`config.mk`:
```
export PLATFORM = sky130hd
export DESIGN_NAME = ldocd_bank
export DESIGN_NICKNAME = d
export VERILOG_FILES = /design/src/rtl/ldocd_pkg.sv /design/src/rtl/ldocd_rail_if.sv /design/src/rtl/ldocd_discharge_dec.sv /design/src/rtl/ldocd_bank.sv
export VERILOG_INCLUDE_DIRS = /design/src /design/src/rtl
export SDC_FILE = /design/constraint.sdc
export NUM_CORES = 1
export LEC_CHECK = 0
export BUFFER_PORTS_ARGS = -buffer_cell sky130_fd_sc_hd__buf_2
export CAP_MARGIN = 25
export CELL_PAD_IN_SITES_DETAIL_PLACEMENT = 1
export CELL_PAD_IN_SITES_GLOBAL_PLACEMENT = 1
export CORE_MARGIN = 2
export CORE_UTILIZATION = 42
export CTS_CLUSTER_DIAMETER = 100
export DETAILED_ROUTE_END_ITERATION = 8
export PLACE_DENSITY_LB_ADDON = 0.1
export SLEW_MARGIN = 15
export SYNTH_ARGS = -nofsm -noshare
export SYNTH_HDL_FRONTEND = slang
export SYNTH_SLANG_ARGS = --single-unit
```
`constraint.sdc`:
```
create_clock -name mclk -period 2.1 [get_ports mclk]
set_input_delay 0.315 -clock mclk [delete_from_list [all_inputs] [get_ports mclk]]
set_output_delay 0.315 -clock mclk [all_outputs]
set_load 0.01 [all_outputs]
```
`src/rtl/ldocd_regs.svh`:
```
/*
 * Register map constants for the regulator control and discharge bank.
 * Assumes a byte-wide register pointer and 8-bit registers.
 */
`ifndef LDOCD_REGS_SVH
`define LDOCD_REGS_SVH

// Register offsets
`define LDOCD_LDO_B_CONTROL_OFS   8'h28
`define LDOCD_LDO_C_CONTROL_OFS   8'h29
`define LDOCD_DISCH_ONE_OFS       8'h40
`define LDOCD_DISCH_TWO_OFS       8'h41

// Reset values
`define LDOCD_LDO_B_CONTROL_RST   8'h0c
`define LDOCD_LDO_C_CONTROL_RST   8'h3c
`define LDOCD_DISCH_ONE_RST       8'h55
`define LDOCD_DISCH_TWO_RST       8'h55

// Control register fields
`define LDOCD_SLP_EN_MSB          5
`define LDOCD_SLP_EN_LSB          4
`define LDOCD_RSVD_MSB            3
`define LDOCD_RSVD_LSB            1
`define LDOCD_ENABLE_BIT          0
`define LDOCD_CTRL_STORED_W       6

// Discharge codes
`define LDOCD_DIS_NONE            2'h0
`define LDOCD_DIS_100             2'h1
`define LDOCD_DIS_200             2'h2
`define LDOCD_DIS_500             2'h3

// Serial interface framing
`define LDOCD_BYTE_LAST_BIT       3'h7

`endif

```
`src/rtl/ldocd_pkg.sv`:
```
/*
 * Types for the regulator control and discharge bank.
 * Assumes nothing beyond a SystemVerilog compiler.
 */
package ldocd_pkg;

    typedef enum logic [3:0] {
        LDOCD_IDLE,
        LDOCD_ADDR,
        LDOCD_ADDR_ACK,
        LDOCD_REG,
        LDOCD_REG_ACK,
        LDOCD_WDATA,
        LDOCD_WDATA_ACK,
        LDOCD_RDATA,
        LDOCD_RDATA_ACK
    } ldocd_state_t;

    typedef logic [1:0] ldocd_dis_t;

endpackage

```
`src/rtl/ldocd_rail_if.sv`:
```
/*
 * Carrier between the register bank and the discharge decoder.
 * Assumes eight discharge rails.
 */
`timescale 1ns/100ps
`default_nettype none

interface ldocd_rail_if;
    import ldocd_pkg::*;
    ldocd_dis_t  field [8];
    logic [7:0]  rail_en;
    logic [7:0]  dis_100;
    logic [7:0]  dis_200;
    logic [7:0]  dis_500;

    modport bank (output field, output rail_en, input dis_100, input dis_200, input dis_500);
    modport dec  (input field, input rail_en, output dis_100, output dis_200, output dis_500);
endinterface

`default_nettype wire

```
`src/rtl/ldocd_discharge_dec.sv`:
```
/*
 * Decodes each rail discharge field into resistor path enables.
 * Assumes the bank supplies fields and rail enable levels on mclk.
 */
`timescale 1ns/100ps
`default_nettype none
`include "ldocd_regs.svh"

module ldocd_discharge_dec (
    // Clock and reset
    input  wire logic      mclk,
    input  wire logic      reset_n,
    input  wire logic      ce,
    // Bank side
    ldocd_rail_if.dec      rail
);
    import ldocd_pkg::*;

    logic [7:0] d100_nxt;
    logic [7:0] d200_nxt;
    logic [7:0] d500_nxt;

    genvar g;
    generate
        for (g = 0; g < 8; g++) begin : g_rail
            // Enabled rail has its paths cleared at the next mclk edge, so outputs lag rail_en one cycle
            always_comb begin
                d100_nxt[g] = !rail.rail_en[g] && rail.field[g] == `LDOCD_DIS_100;
                d200_nxt[g] = !rail.rail_en[g] && rail.field[g] == `LDOCD_DIS_200;
                d500_nxt[g] = !rail.rail_en[g] && rail.field[g] == `LDOCD_DIS_500;
            end
        end
    endgenerate

    always_ff @(posedge mclk or negedge reset_n) begin
        if (!reset_n) begin
            rail.dis_100 <= 8'h00;
            rail.dis_200 <= 8'h00;
            rail.dis_500 <= 8'h00;
        end else if (ce) begin
            rail.dis_100 <= d100_nxt;
            rail.dis_200 <= d200_nxt;
            rail.dis_500 <= d500_nxt;
        end
    end
endmodule

`default_nettype wire

```
`src/rtl/ldocd_bank.sv`:
```
/*
 * Regulator control and discharge register bank behind a two-wire serial
 * register port, with regulator gating and discharge path outputs.
 * Assumes scl and sda are already synchronous to mclk; the sleep pin and
 * sequencer requests come from elsewhere in the device.
 */
// Function
// - Bits 5-4 of ldo_c_control enable sleep switching when nonzero, triggered by the sleep pin.
// - ldo_b_control has the same two-bit sleep enable field, resetting to 0h.
// - Bits 3-1 of ldo_c_control are a stored reserved field; low values make voltage settings ignored.
// - Bits 3-1 of ldo_b_control behave the same way for the second regulator.
// - Bit 0 of ldo_c_control cleared forces that regulator off over every control pin; reset 0.
// - Bit 0 of ldo_b_control cleared forces that regulator off over every control pin; reset 0.
// - Each discharge field selects none, 100, 200 or 500 ohm for its rail.
// - An enabled rail has its discharge field forced to zero.
// - discharge_control_one holds buck four to one fields at bits 7-6 down to 1-0, each reset 1h.
// - discharge_control_two holds ldo_b, load switch, buck six, buck five fields, each reset 1h.
`timescale 1ns/100ps
`default_nettype none
`include "ldocd_regs.svh"

module ldocd_bank #(
    parameter logic [6:0] DEV_ADDR  = 7'h5e,
    parameter bit         LDO_B_PIN = 1'b0,
    parameter bit         LDO_C_PIN = 1'b1
) (
    // Clock and reset
    input  wire logic        mclk,
    input  wire logic        reset_n,
    input  wire logic        ce,
    // Serial register port
    input  wire logic        scl,
    input  wire logic        sda_in,
    output logic             sda_out,
    output logic             sda_oe,
    // Control pins and sequencer
    input  wire logic        sleep_pin_one,
    input  wire logic        sleep_pin_two,
    input  wire logic        ldo_b_request,
    input  wire logic        ldo_c_request,
    input  wire logic [6:0]  rail_on,
    // Regulator controls
    output logic             ldo_b_on,
    output logic             ldo_c_on,
    output logic             ldo_b_sleep,
    output logic             ldo_c_sleep,
    output logic             ldo_b_vid_valid,
    output logic             ldo_c_vid_valid,
    // Discharge paths, bit per rail
    output logic [7:0]       dis_100,
    output logic [7:0]       dis_200,
    output logic [7:0]       dis_500
);
    import ldocd_pkg::*;

    ldocd_rail_if rail ();

    ldocd_state_t state_r, state_nxt;
    logic         scl_r, sda_r;
    logic [2:0]   bit_r, bit_nxt;
    logic [7:0]   shift_r, shift_nxt;
    logic [7:0]   ptr_r, ptr_nxt;
    logic         rw_r, rw_nxt;
    logic         ack_r, ack_nxt;
    logic         oe_r, oe_nxt;
    logic         mack_r, mack_nxt;
    logic         scl_rise, scl_fall, start_c, stop_c;
    logic [7:0]   byte_in;
    logic         wr_stb;
    logic [7:0]   rd_data;

    logic [5:0]   ldo_b_r, ldo_b_nxt;
    logic [5:0]   ldo_c_r, ldo_c_nxt;
    logic [7:0]   disch1_r, disch1_nxt;
    logic [7:0]   disch2_r, disch2_nxt;
    logic         b_on_r, b_on_nxt, c_on_r, c_on_nxt;
    logic         b_slp_r, b_slp_nxt, c_slp_r, c_slp_nxt;
    logic         b_vv_r, b_vv_nxt, c_vv_r, c_vv_nxt;

    // Inputs are synchronous, so one stage gives edge history only
    assign scl_rise = scl && !scl_r;
    assign scl_fall = !scl && scl_r;
    assign start_c  = scl && scl_r && sda_r && !sda_in;
    assign stop_c   = scl && scl_r && !sda_r && sda_in;
    assign byte_in  = {shift_r[6:0], sda_in};
    assign wr_stb   = state_r == LDOCD_WDATA && scl_rise && bit_r == `LDOCD_BYTE_LAST_BIT;

    function automatic logic [7:0] read_reg(input logic [7:0] a);
        logic [7:0] v;
        v = 8'h00;
        case (a)
            `LDOCD_LDO_B_CONTROL_OFS: v = {2'b00, ldo_b_r};
            `LDOCD_LDO_C_CONTROL_OFS: v = {2'b00, ldo_c_r};
            `LDOCD_DISCH_ONE_OFS:     v = disch1_r;
            `LDOCD_DISCH_TWO_OFS:     v = disch2_r;
            default:                  v = 8'h00;
        endcase
        return v;
    endfunction

    // Process form, so a register update alone refreshes the read byte
    always_comb rd_data = read_reg(ptr_r);

    // Serial protocol engine
    always_comb begin
        state_nxt = state_r;
        bit_nxt   = bit_r;
        shift_nxt = shift_r;
        ptr_nxt   = ptr_r;
        rw_nxt    = rw_r;
        ack_nxt   = ack_r;
        oe_nxt    = oe_r;
        mack_nxt  = mack_r;
        if (start_c) begin
            state_nxt = LDOCD_ADDR;
            bit_nxt   = 3'h0;
            ack_nxt   = 1'b0;
            oe_nxt    = 1'b0;
        end else if (stop_c) begin
            state_nxt = LDOCD_IDLE;
            oe_nxt    = 1'b0;
        end else begin
            case (state_r)
                LDOCD_IDLE: begin
                    oe_nxt = 1'b0;
                end
                LDOCD_ADDR, LDOCD_REG, LDOCD_WDATA: begin
                    if (scl_rise) begin
                        shift_nxt = byte_in;
                        bit_nxt   = bit_r + 3'h1;
                        if (bit_r == `LDOCD_BYTE_LAST_BIT) begin
                            ack_nxt = 1'b0;
                            if (state_r == LDOCD_ADDR) begin
                                rw_nxt    = sda_in;
                                // Other addresses: stay silent until next start
                                state_nxt = (shift_r[6:0] == DEV_ADDR) ? LDOCD_ADDR_ACK
                                                                         : LDOCD_IDLE;
                            end else if (state_r == LDOCD_REG) begin
                                ptr_nxt   = byte_in;
                                state_nxt = LDOCD_REG_ACK;
                            end else begin
                                ptr_nxt   = ptr_r + 8'h01;
                                state_nxt = LDOCD_WDATA_ACK;
                            end
                        end
                    end
                end
                LDOCD_ADDR_ACK, LDOCD_REG_ACK, LDOCD_WDATA_ACK: begin
                    if (scl_fall) begin
                        if (!ack_r) begin
                            ack_nxt = 1'b1;
                            oe_nxt  = 1'b1;
                        end else begin
                            ack_nxt = 1'b0;
                            bit_nxt = 3'h0;
                            if (state_r == LDOCD_ADDR_ACK && rw_r) begin
                                shift_nxt = rd_data;
                                ptr_nxt   = ptr_r + 8'h01;
                                oe_nxt    = !rd_data[7];
                                state_nxt = LDOCD_RDATA;
                            end else begin
                                oe_nxt    = 1'b0;
                                state_nxt = (state_r == LDOCD_ADDR_ACK) ? LDOCD_REG
                                                                          : LDOCD_WDATA;
                            end
                        end
                    end
                end
                LDOCD_RDATA: begin
                    if (scl_rise) begin
                        bit_nxt = bit_r + 3'h1;
                        if (bit_r == `LDOCD_BYTE_LAST_BIT) begin
                            ack_nxt   = 1'b0;
                            state_nxt = LDOCD_RDATA_ACK;
                        end
                    end else if (scl_fall) begin
                        shift_nxt = {shift_r[6:0], 1'b0};
                        oe_nxt    = !shift_r[6];
                    end
                end
                LDOCD_RDATA_ACK: begin
                    if (scl_fall && !ack_r) begin
                        ack_nxt = 1'b1;
                        oe_nxt  = 1'b0;
                    end else if (scl_rise) begin
                        mack_nxt = !sda_in;
                    end else if (scl_fall) begin
                        ack_nxt = 1'b0;
                        bit_nxt = 3'h0;
                        if (mack_r) begin
                            shift_nxt = rd_data;
                            ptr_nxt   = ptr_r + 8'h01;
                            oe_nxt    = !rd_data[7];
                            state_nxt = LDOCD_RDATA;
                        end else begin
                            state_nxt = LDOCD_IDLE;
                        end
                    end
                end
                default: begin
                    state_nxt = LDOCD_IDLE;
                    oe_nxt    = 1'b0;
                end
            endcase
        end
    end

    always_ff @(posedge mclk or negedge reset_n) begin
        if (!reset_n) begin
            state_r <= LDOCD_IDLE;
            scl_r   <= 1'b1;
            sda_r   <= 1'b1;
            bit_r   <= 3'h0;
            shift_r <= 8'h00;
            ptr_r   <= 8'h00;
            rw_r    <= 1'b0;
            ack_r   <= 1'b0;
            oe_r    <= 1'b0;
            mack_r  <= 1'b0;
        end else if (ce) begin
            state_r <= state_nxt;
            scl_r   <= scl;
            sda_r   <= sda_in;
            bit_r   <= bit_nxt;
            shift_r <= shift_nxt;
            ptr_r   <= ptr_nxt;
            rw_r    <= rw_nxt;
            ack_r   <= ack_nxt;
            oe_r    <= oe_nxt;
            mack_r  <= mack_nxt;
        end
    end

    // Register file and regulator gating
    always_comb begin
        ldo_b_nxt  = ldo_b_r;
        ldo_c_nxt  = ldo_c_r;
        disch1_nxt = disch1_r;
        disch2_nxt = disch2_r;
        if (wr_stb) begin
            case (ptr_r)
                // Reserved bits 3-1 stored as written; host must keep them
                `LDOCD_LDO_B_CONTROL_OFS: ldo_b_nxt = byte_in[5:0];
                `LDOCD_LDO_C_CONTROL_OFS: ldo_c_nxt = byte_in[5:0];
                `LDOCD_DISCH_ONE_OFS:     disch1_nxt = byte_in;
                `LDOCD_DISCH_TWO_OFS:     disch2_nxt = byte_in;
                default:                  ldo_b_nxt = ldo_b_r;
            endcase
        end
        // Clear beats a same-cycle write while the rail is up
        for (int i = 0; i < 4; i++) begin
            if (rail.rail_en[i]) disch1_nxt[2*i +: 2] = `LDOCD_DIS_NONE;
            if (rail.rail_en[i+4]) disch2_nxt[2*i +: 2] = `LDOCD_DIS_NONE;
        end
        // Enable bit overrides any sequencer demand from the control pins
        b_on_nxt  = ldo_b_r[`LDOCD_ENABLE_BIT] && ldo_b_request;
        c_on_nxt  = ldo_c_r[`LDOCD_ENABLE_BIT] && ldo_c_request;
        b_slp_nxt = (ldo_b_r[`LDOCD_SLP_EN_MSB:`LDOCD_SLP_EN_LSB] != 2'h0)
                    && (LDO_B_PIN ? sleep_pin_two : sleep_pin_one);
        c_slp_nxt = (ldo_c_r[`LDOCD_SLP_EN_MSB:`LDOCD_SLP_EN_LSB] != 2'h0)
                    && (LDO_C_PIN ? sleep_pin_two : sleep_pin_one);
        b_vv_nxt  = ldo_b_r[`LDOCD_RSVD_MSB:`LDOCD_RSVD_MSB-1] == 2'h3;
        c_vv_nxt  = ldo_c_r[`LDOCD_RSVD_MSB:`LDOCD_RSVD_MSB-1] == 2'h3;
    end

    always_ff @(posedge mclk or negedge reset_n) begin
        if (!reset_n) begin
            ldo_b_r  <= 6'(`LDOCD_LDO_B_CONTROL_RST);
            ldo_c_r  <= 6'(`LDOCD_LDO_C_CONTROL_RST);
            disch1_r <= `LDOCD_DISCH_ONE_RST;
            disch2_r <= `LDOCD_DISCH_TWO_RST;
            b_on_r   <= 1'b0;
            c_on_r   <= 1'b0;
            b_slp_r  <= 1'b0;
            c_slp_r  <= 1'b0;
            b_vv_r   <= 1'b0;
            c_vv_r   <= 1'b0;
        end else if (ce) begin
            ldo_b_r  <= ldo_b_nxt;
            ldo_c_r  <= ldo_c_nxt;
            disch1_r <= disch1_nxt;
            disch2_r <= disch2_nxt;
            b_on_r   <= b_on_nxt;
            c_on_r   <= c_on_nxt;
            b_slp_r  <= b_slp_nxt;
            c_slp_r  <= c_slp_nxt;
            b_vv_r   <= b_vv_nxt;
            c_vv_r   <= c_vv_nxt;
        end
    end

    // Rail order: buck1..buck4, buck5, buck6, load switch, ldo_b
    always_comb begin
        for (int i = 0; i < 4; i++) begin
            rail.field[i]   = disch1_r[2*i +: 2];
            rail.field[i+4] = disch2_r[2*i +: 2];
        end
        rail.rail_en = {b_on_r, rail_on};
    end

    ldocd_discharge_dec u_dec (
        .mclk    (mclk),
        .reset_n (reset_n),
        .ce      (ce),
        .rail    (rail)
    );

    assign sda_out         = 1'b0;
    assign sda_oe          = oe_r;
    assign ldo_b_on        = b_on_r;
    assign ldo_c_on        = c_on_r;
    assign ldo_b_sleep     = b_slp_r;
    assign ldo_c_sleep     = c_slp_r;
    assign ldo_b_vid_valid = b_vv_r;
    assign ldo_c_vid_valid = c_vv_r;
    assign dis_100         = rail.dis_100;
    assign dis_200         = rail.dis_200;
    assign dis_500         = rail.dis_500;
endmodule

`default_nettype wire

```
# Word-level counts from Yosys, hierarchy flattened
# Cells that the tools add are included.
# totals
ff_bits,86
inputBits,16
# classes
add_sub_neg,2
eq_ne,78
muxes,85
bitwise,3
reduce_logical,97
# op_table
operator,count
8-bit two-way mux,15
7-bit two-way mux,10
4-bit != test (second input constant),13
4-bit two-way mux,11
1-bit logical AND,39
2-bit equality test (second input constant),18
3-bit two-way mux,12
2-bit nonzero test,18
8-bit one-hot mux with 4 select lines,1
3-bit AND reduction,10
7-bit one-hot mux with 4 select lines,1
14-bit AND reduction,2
2-bit != test (second input constant),13
8-bit one-hot mux with 3 select lines,1
3-bit != test (second input constant),7
1-bit two-way mux,20
2-bit two-way mux,10
4-bit one-hot mux with 5 select lines,1
2-bit by 1-bit equality test with 1-bit output (second input constant),8
4-bit by 3-bit equality test with 1-bit output (second input constant),4
8-bit by 6-bit equality test with 1-bit output (second input constant),2
8-bit by 7-bit equality test with 1-bit output (second input constant),2
8-bit AND reduction,2
1-bit zero test,15
other kinds (22),30

# Longest topological paths before layout
# logic_depth
ltp_word,10
depth_mapped,9
ltp_nobuf,8

# By module
# Synthesis repeated with hierarchy kept, for this count alone.
# unflattened
cells_unflattened,511
hier_area_um2,5039.8
# by_module_without_submodules
mod,n_inst,cells_each,area_each_um2,seq_area_each_um2
ldocd_bank,1,423,3928.8,1571.5
ldocd_discharge_dec,1,88,1111.1,600.6

# Least setup slack after synthesis
# OpenSTA, ideal clock, no wires.
# synth_timing
path_kind,reg-to-reg
startpoint,register state_r[1]
endpoint,register shift_r[0]
t_arrival_ns,2.009
t_required_ns,1.975
setup_slack_ns,-0.034
stages_incl_launch_ff,7
path_buffers,1
synth_period_minus_slack_ns,2.134
path_cell_list,dfrtp_1 > buf_6 > or2_4 > a32o_1 > a211o_1 > nor3_2 > mux2_2
# synth_between
elab_chain_cells,4
elab_cells_between_ends,24
# synth_lines
element,line_no,source
from (decl),ldocd_bank.sv:58,"ldocd_state_t state_r, state_nxt;"
from (signal assigned),ldocd_bank.sv:221,state_r <= state_nxt;
"4-bit by 2-bit equality test with 1-bit output, or another cell as far along","ldocd_bank.sv:123, ldocd_bank.sv:156",
3-bit OR reduction / 1-bit logical AND (equally long branches),"ldocd_bank.sv:123, ldocd_bank.sv:156",
4-bit nonzero test (no line) / 2-bit != test (equally long branches),n/a,
14-bit AND reduction (no line),n/a,
to (signal assigned),ldocd_bank.sv:225,shift_r <= shift_nxt;
to (decl),ldocd_bank.sv:61,"logic [7:0] shift_r, shift_nxt;"
# Several ways; a longest one is shown, not always the timed one.
# A chain may end at the register's enable or synchronous reset.

# Final worst setup path
# layout_timing
startpoint,register scl_r
endpoint,register ptr_r[3]
# layout_between
elab_chain_cells,5
elab_cells_between_ends,17
# layout_lines
element,line_no,source
from (decl),ldocd_bank.sv:59,"logic scl_r, sda_r;"
from (signal assigned),ldocd_bank.sv:222,scl_r <= scl;
branches (longest 4 deep; another with 2-bit != test),n/a,
14-bit AND reduction (no line) *,n/a,
to (signal assigned),ldocd_bank.sv:226,ptr_r <= ptr_nxt;
to (decl),ldocd_bank.sv:62,"logic [7:0] ptr_r, ptr_nxt;"
# Every way passes the cells marked *.

==> impl_summary.txt <==
----------------------------------------------------
[Status]
  Run status ... finished with violations
  Violated checks ... negative setup slack

[Pwr]
  Power per Cell Area ... 567 nW/µm²
  Worst VDD drop ... 0.334 mV
  Leakage ... 2.58 nW
  Final Power ... 3.41 mW

[Finish]
  # diodes ... 0
  Area used by multi-input combinational logic ... 2510 µm²
  Final design utilization ... 55.7%
  FF/Latch Area ... 2170 µm²
  Filler cell count in the final layout ... 1247
  Layout area overhead ... 30.0%
  Non-filler instance count after layout ... 719
  Final nets ... 595
  Fraction of layout cells with a size suffix above 1 ... 40.8%

[Synth]
  Yosys top cell by area ... sky130_fd_sc_hd__dfrtp_1
  Sequential area share after synthesis ... 46.9%
  Number of warnings reported in the yosys synthesis log ... 0
  Post-Synthesis Cell Area ... 4630 µm²
  Cells after synthesis ... 467
  Arithmetic-cell share of the synthesized area counting full adders, half adders and majority gates ... 1.35%
  Number of enable-type register cells in the synthesized netlist ... 0
  Syn nets ... 488
  Post-synth top flop ... sky130_fd_sc_hd__dfrtp_1
  Area fraction in and, or, nand and nor cells after synthesis ... 15.6%
  Combinational family with the most area after synthesis ... compound AO/OA/AOI/OAI gates
  Synth Area in XOR/XNOR ... 0.189%
  Multiplexer share of the synthesized area ... 7.00%
  Compound-cell area share of the yosys netlist ... 23.9%
  Synth async-reset ratio ... 100%
  Largest cells by area after synthesis ... sky130_fd_sc_hd__dfrtp_1 (38%), sky130_fd_sc_hd__dfstp_2 (9.1%), sky130_fd_sc_hd__mux2_2 (6.3%), sky130_fd_sc_hd__o2bb2ai_1 (4.0%), sky130_fd_sc_hd__a22oi_1 (3.9%)
  Library cells used by synthesis ... 60
  Synth Area per Inst ... 9.91 µm²
  Portion of synthesized cell area occupied by the leading cell type ... 37.9%
  Flops & latches, synth ... 86

[Routing]
  Number of detailed-routing iterations run before antenna repair ... 5
  Routed Antenna Nets ... 0
  DRC ... 0
  WL per Instance ... 20.1 µm
  First-iteration detailed-routing DRC count ... 320
  Number of vias after detailed routing ... 4222
  Final wirelength ... 14500 µm
  Drt via density ... 5.87

[Timing]
  Final-layout worst hold slack ... 0.131 ns
  Achievable Freq ... 471 MHz
  Count of final max-slew check failures ... 0
  Unrepaired setup endpoints after global routing ... true
  Final critical path time including I/O delays and setup ... 2.12 ns
  Transition at the pin with the smallest max-transition slack ... 0.569 ns
  Period utilization ... 101%
  Worst setup margin ... -0.0211 ns
  Worst-case clock skew ... 0.00869 ns
  Worst slew slack as a fraction of its limit ... 62.1%
  Final setup violating endpoints ... 12
  Total negative slack for setup checks ... -0.180 ns
  Final-report hold violation count ... 0

[Floorplanning]
  Starting density of the core ... 42.9%
  Die Y ... 109 µm
  Total core area ... 10800 µm²
  Die X-Extent ... 109 µm
  Std-Cell Rows ... 38
  IO Count ... 48
  Floorplan die area ... 11900 µm²

[Global routing]
  GRT overflow ... 0
  Overall track demand over capacity in global routing ... 25.4%
  Pin count of the biggest net entering global routing ... 42
  Number of antenna violations at the first check in global routing ... 0
  First-pass GRT wire length ... 23100 µm
  Number of global-route vias before repair ... 4285

[Critical path]
  Signal arrival time at the worst endpoint ... 2.42 ns
  Endpoint kind of the worst setup timing path ... flip-flop
  Required time of the worst setup path ... 2.39 ns
  Maximum cell stage delay along the critical path ... 0.64 ns
  Worst Setup Start Kind ... flip-flop
  Start-to-end type of the worst setup path ... flip-flop to flip-flop
  Family of cells with the greatest summed delay on the critical path ... compound AO/OA/AOI/OAI gates
  Crit-path max FO ... 8
  Slowest CP cell ... sky130_fd_sc_hd__dfstp_2
  Cell-by-cell trace of the critical path ... nor2b_4 > o31a_1 > a211o_4 > or3_4 > a21oi_2 > a2bb2oi_2
  Critical path buffers and inverters ... 0

[Clocking]
  # clock sinks ... 86
  Clock tree from TritonCTS ... built
  Deepest level of the CTS H-tree ... 3
  Number of buffers on the longest clock path ... 2
  Insertion delay of the later-clocked pin in the worst-skew pair ... 0.37 ns
  Clock tree root buffer cell ... sky130_fd_sc_hd__clkbuf_8
  Clock transition time at the flip-flop clock pins of the worst setup and hold paths ... 0.09 ns
  Inserted Clock Buffers ... 9

[Placed design]
  Gpl congestion ... 0.865
  Placed wire-length estimate after detailed placement ... 10100 µm
  Total placed cells including tap cells ... 689
  Number of buffers inserted by port buffering ... 46

[Worst hold path]
  Class of the tightest hold or removal check ... input port to flip-flop

[Flow run]
  Max-cap check violation count ... 0

----------------------------------------------------
[layer usage]
metal | vias to the layer above | GRT usage [%] | routed length (µm)
met5 | - | 0 | 0
met4 | 0 | 4.12 | 85
met3 | 7 | 4.96 | 597
met2 | 109 | 40.4 | 6870
met1 | 2155 | 36.5 | 6920
li1 | 1951 | - | -
[power by group]
group          total (mW)  switching (mW)  internal, mW
combinational       0.482           0.263         0.220
clock                1.10           0.659         0.439
sequential           1.83           0.113          1.72
total                3.41            1.03          2.38
[synth_stat cells, drive strengths merged, types with 3 or more instances]
cell,number
a21o,5
a21oi,18
a221oi,6
a22oi,24
a2bb2oi,5
a31oi,4
a32o,3
buf,11
clkbuf,17
dfrtp,70
dfstp,16
ha,5
inv,28
mux2,27
nand2,49
nand2b,8
nand3,18
nor2,19
nor2b,7
nor3,13
nor4,3
nor4b,3
o211ai,3
o21ai,30
o22ai,6
o2bb2ai,21
o31ai,8
o32ai,8
or3,6
[cells in the final DEF, fill, tap and decap left out, types with 8 or more instances in the layout]
cell type                    n
sky130_fd_sc_hd__dfrtp_1    69
sky130_fd_sc_hd__buf_4      67
sky130_fd_sc_hd__buf_2      46
sky130_fd_sc_hd__nand2_1    43
sky130_fd_sc_hd__inv_1      28
sky130_fd_sc_hd__o21ai_0    26
sky130_fd_sc_hd__mux2_2     20
sky130_fd_sc_hd__o2bb2ai_1  19
sky130_fd_sc_hd__nand3_1    18
sky130_fd_sc_hd__a22oi_1    18
sky130_fd_sc_hd__dfstp_2    16
sky130_fd_sc_hd__nor2_1     15
sky130_fd_sc_hd__a21oi_1    14
sky130_fd_sc_hd__clkbuf_8    9
sky130_fd_sc_hd__o32ai_1     8
sky130_fd_sc_hd__nor3_1      8
[worst paths after layout]
| check | from | to | slack (ns) | cells after the start |
|---|---|---|---|---|
| max | scl_r | ptr_r[3] | -0.02 | 6 |
| min | rail_on[5] | disch2_r[2] | 0.13 | 2 |
| max reg2reg | scl_r | ptr_r[3] | -0.02 | 6 |
| min reg2reg | u_dec.rail.dis_200[2] | u_dec.rail.dis_200[2] | 0.49 | 1 |
| max in group asynchronous | reset_n | disch2_r[6] | 0.98 | 3 |
| min in group asynchronous | reset_n | mack_r | 0.49 | 2 |
[what timing repair did]
item                                    CTS  global route
resized for setup                        17            50
setup buffers                             3             9
hold buffers                              1             0
cloned                                    0             1
pin swaps                                 3            23
endpoints found under the setup margin   30            51
hold endpoints to repair                 27             0
[per-stage QoR]
| stage | setup WS (ns) | area, µm² |
|---|---|---|
| after floorplan | -0.0122 | 4640 |
| after global placement | -0.113 | 5440 |
| after detailed placement | -0.196 | 5440 |
| after CTS | -0.0154 | 5720 |
| after global routing | -0.102 | 6010 |
| final | -0.0211 | 6010 |
[registers in the layout, indices dropped and copies added (netlist names), 6 cells and up]
signal / flops
disch1_r: 8
disch2_r: 8
ldo_b_r: 6
ldo_c_r: 6
ptr_r: 8
shift_r: 7
u_dec.rail.dis_100: 8
u_dec.rail.dis_200: 8
u_dec.rail.dis_500: 8
[worst reg2reg max path, stage by stage (launching register included)]
cell and delay (ns):
sky130_fd_sc_hd__dfstp_2 0.64, sky130_fd_sc_hd__nor2b_4 0.06, sky130_fd_sc_hd__o31a_1 0.31, sky130_fd_sc_hd__a211o_4 0.36, sky130_fd_sc_hd__or3_4 0.42, sky130_fd_sc_hd__a21oi_2 0.14
sky130_fd_sc_hd__a2bb2oi_2 0.13
[logic make-up after synthesis]
kind of cell               after synthesis
AOI/OAI and AO/OA                      151
xor gates and xnor gates                 1
adders and majority gates                5
buffers and inverters                   56
DFF                                     86
muxes                                   29
other                                    1
and+or+nand+nor                        138
[cell type report]
class / instances / area share, %
clock buffer: 10 / 2.12
clock inverter: 6 / 0.749
inverter: 28 / 1.75
multi-input combinational: 325 / 41.7
sequential: 86 / 36.1
tap: 140 / 2.91
timing repair buffer: 124 / 14.7
Power figures use the tool's default switching activity.
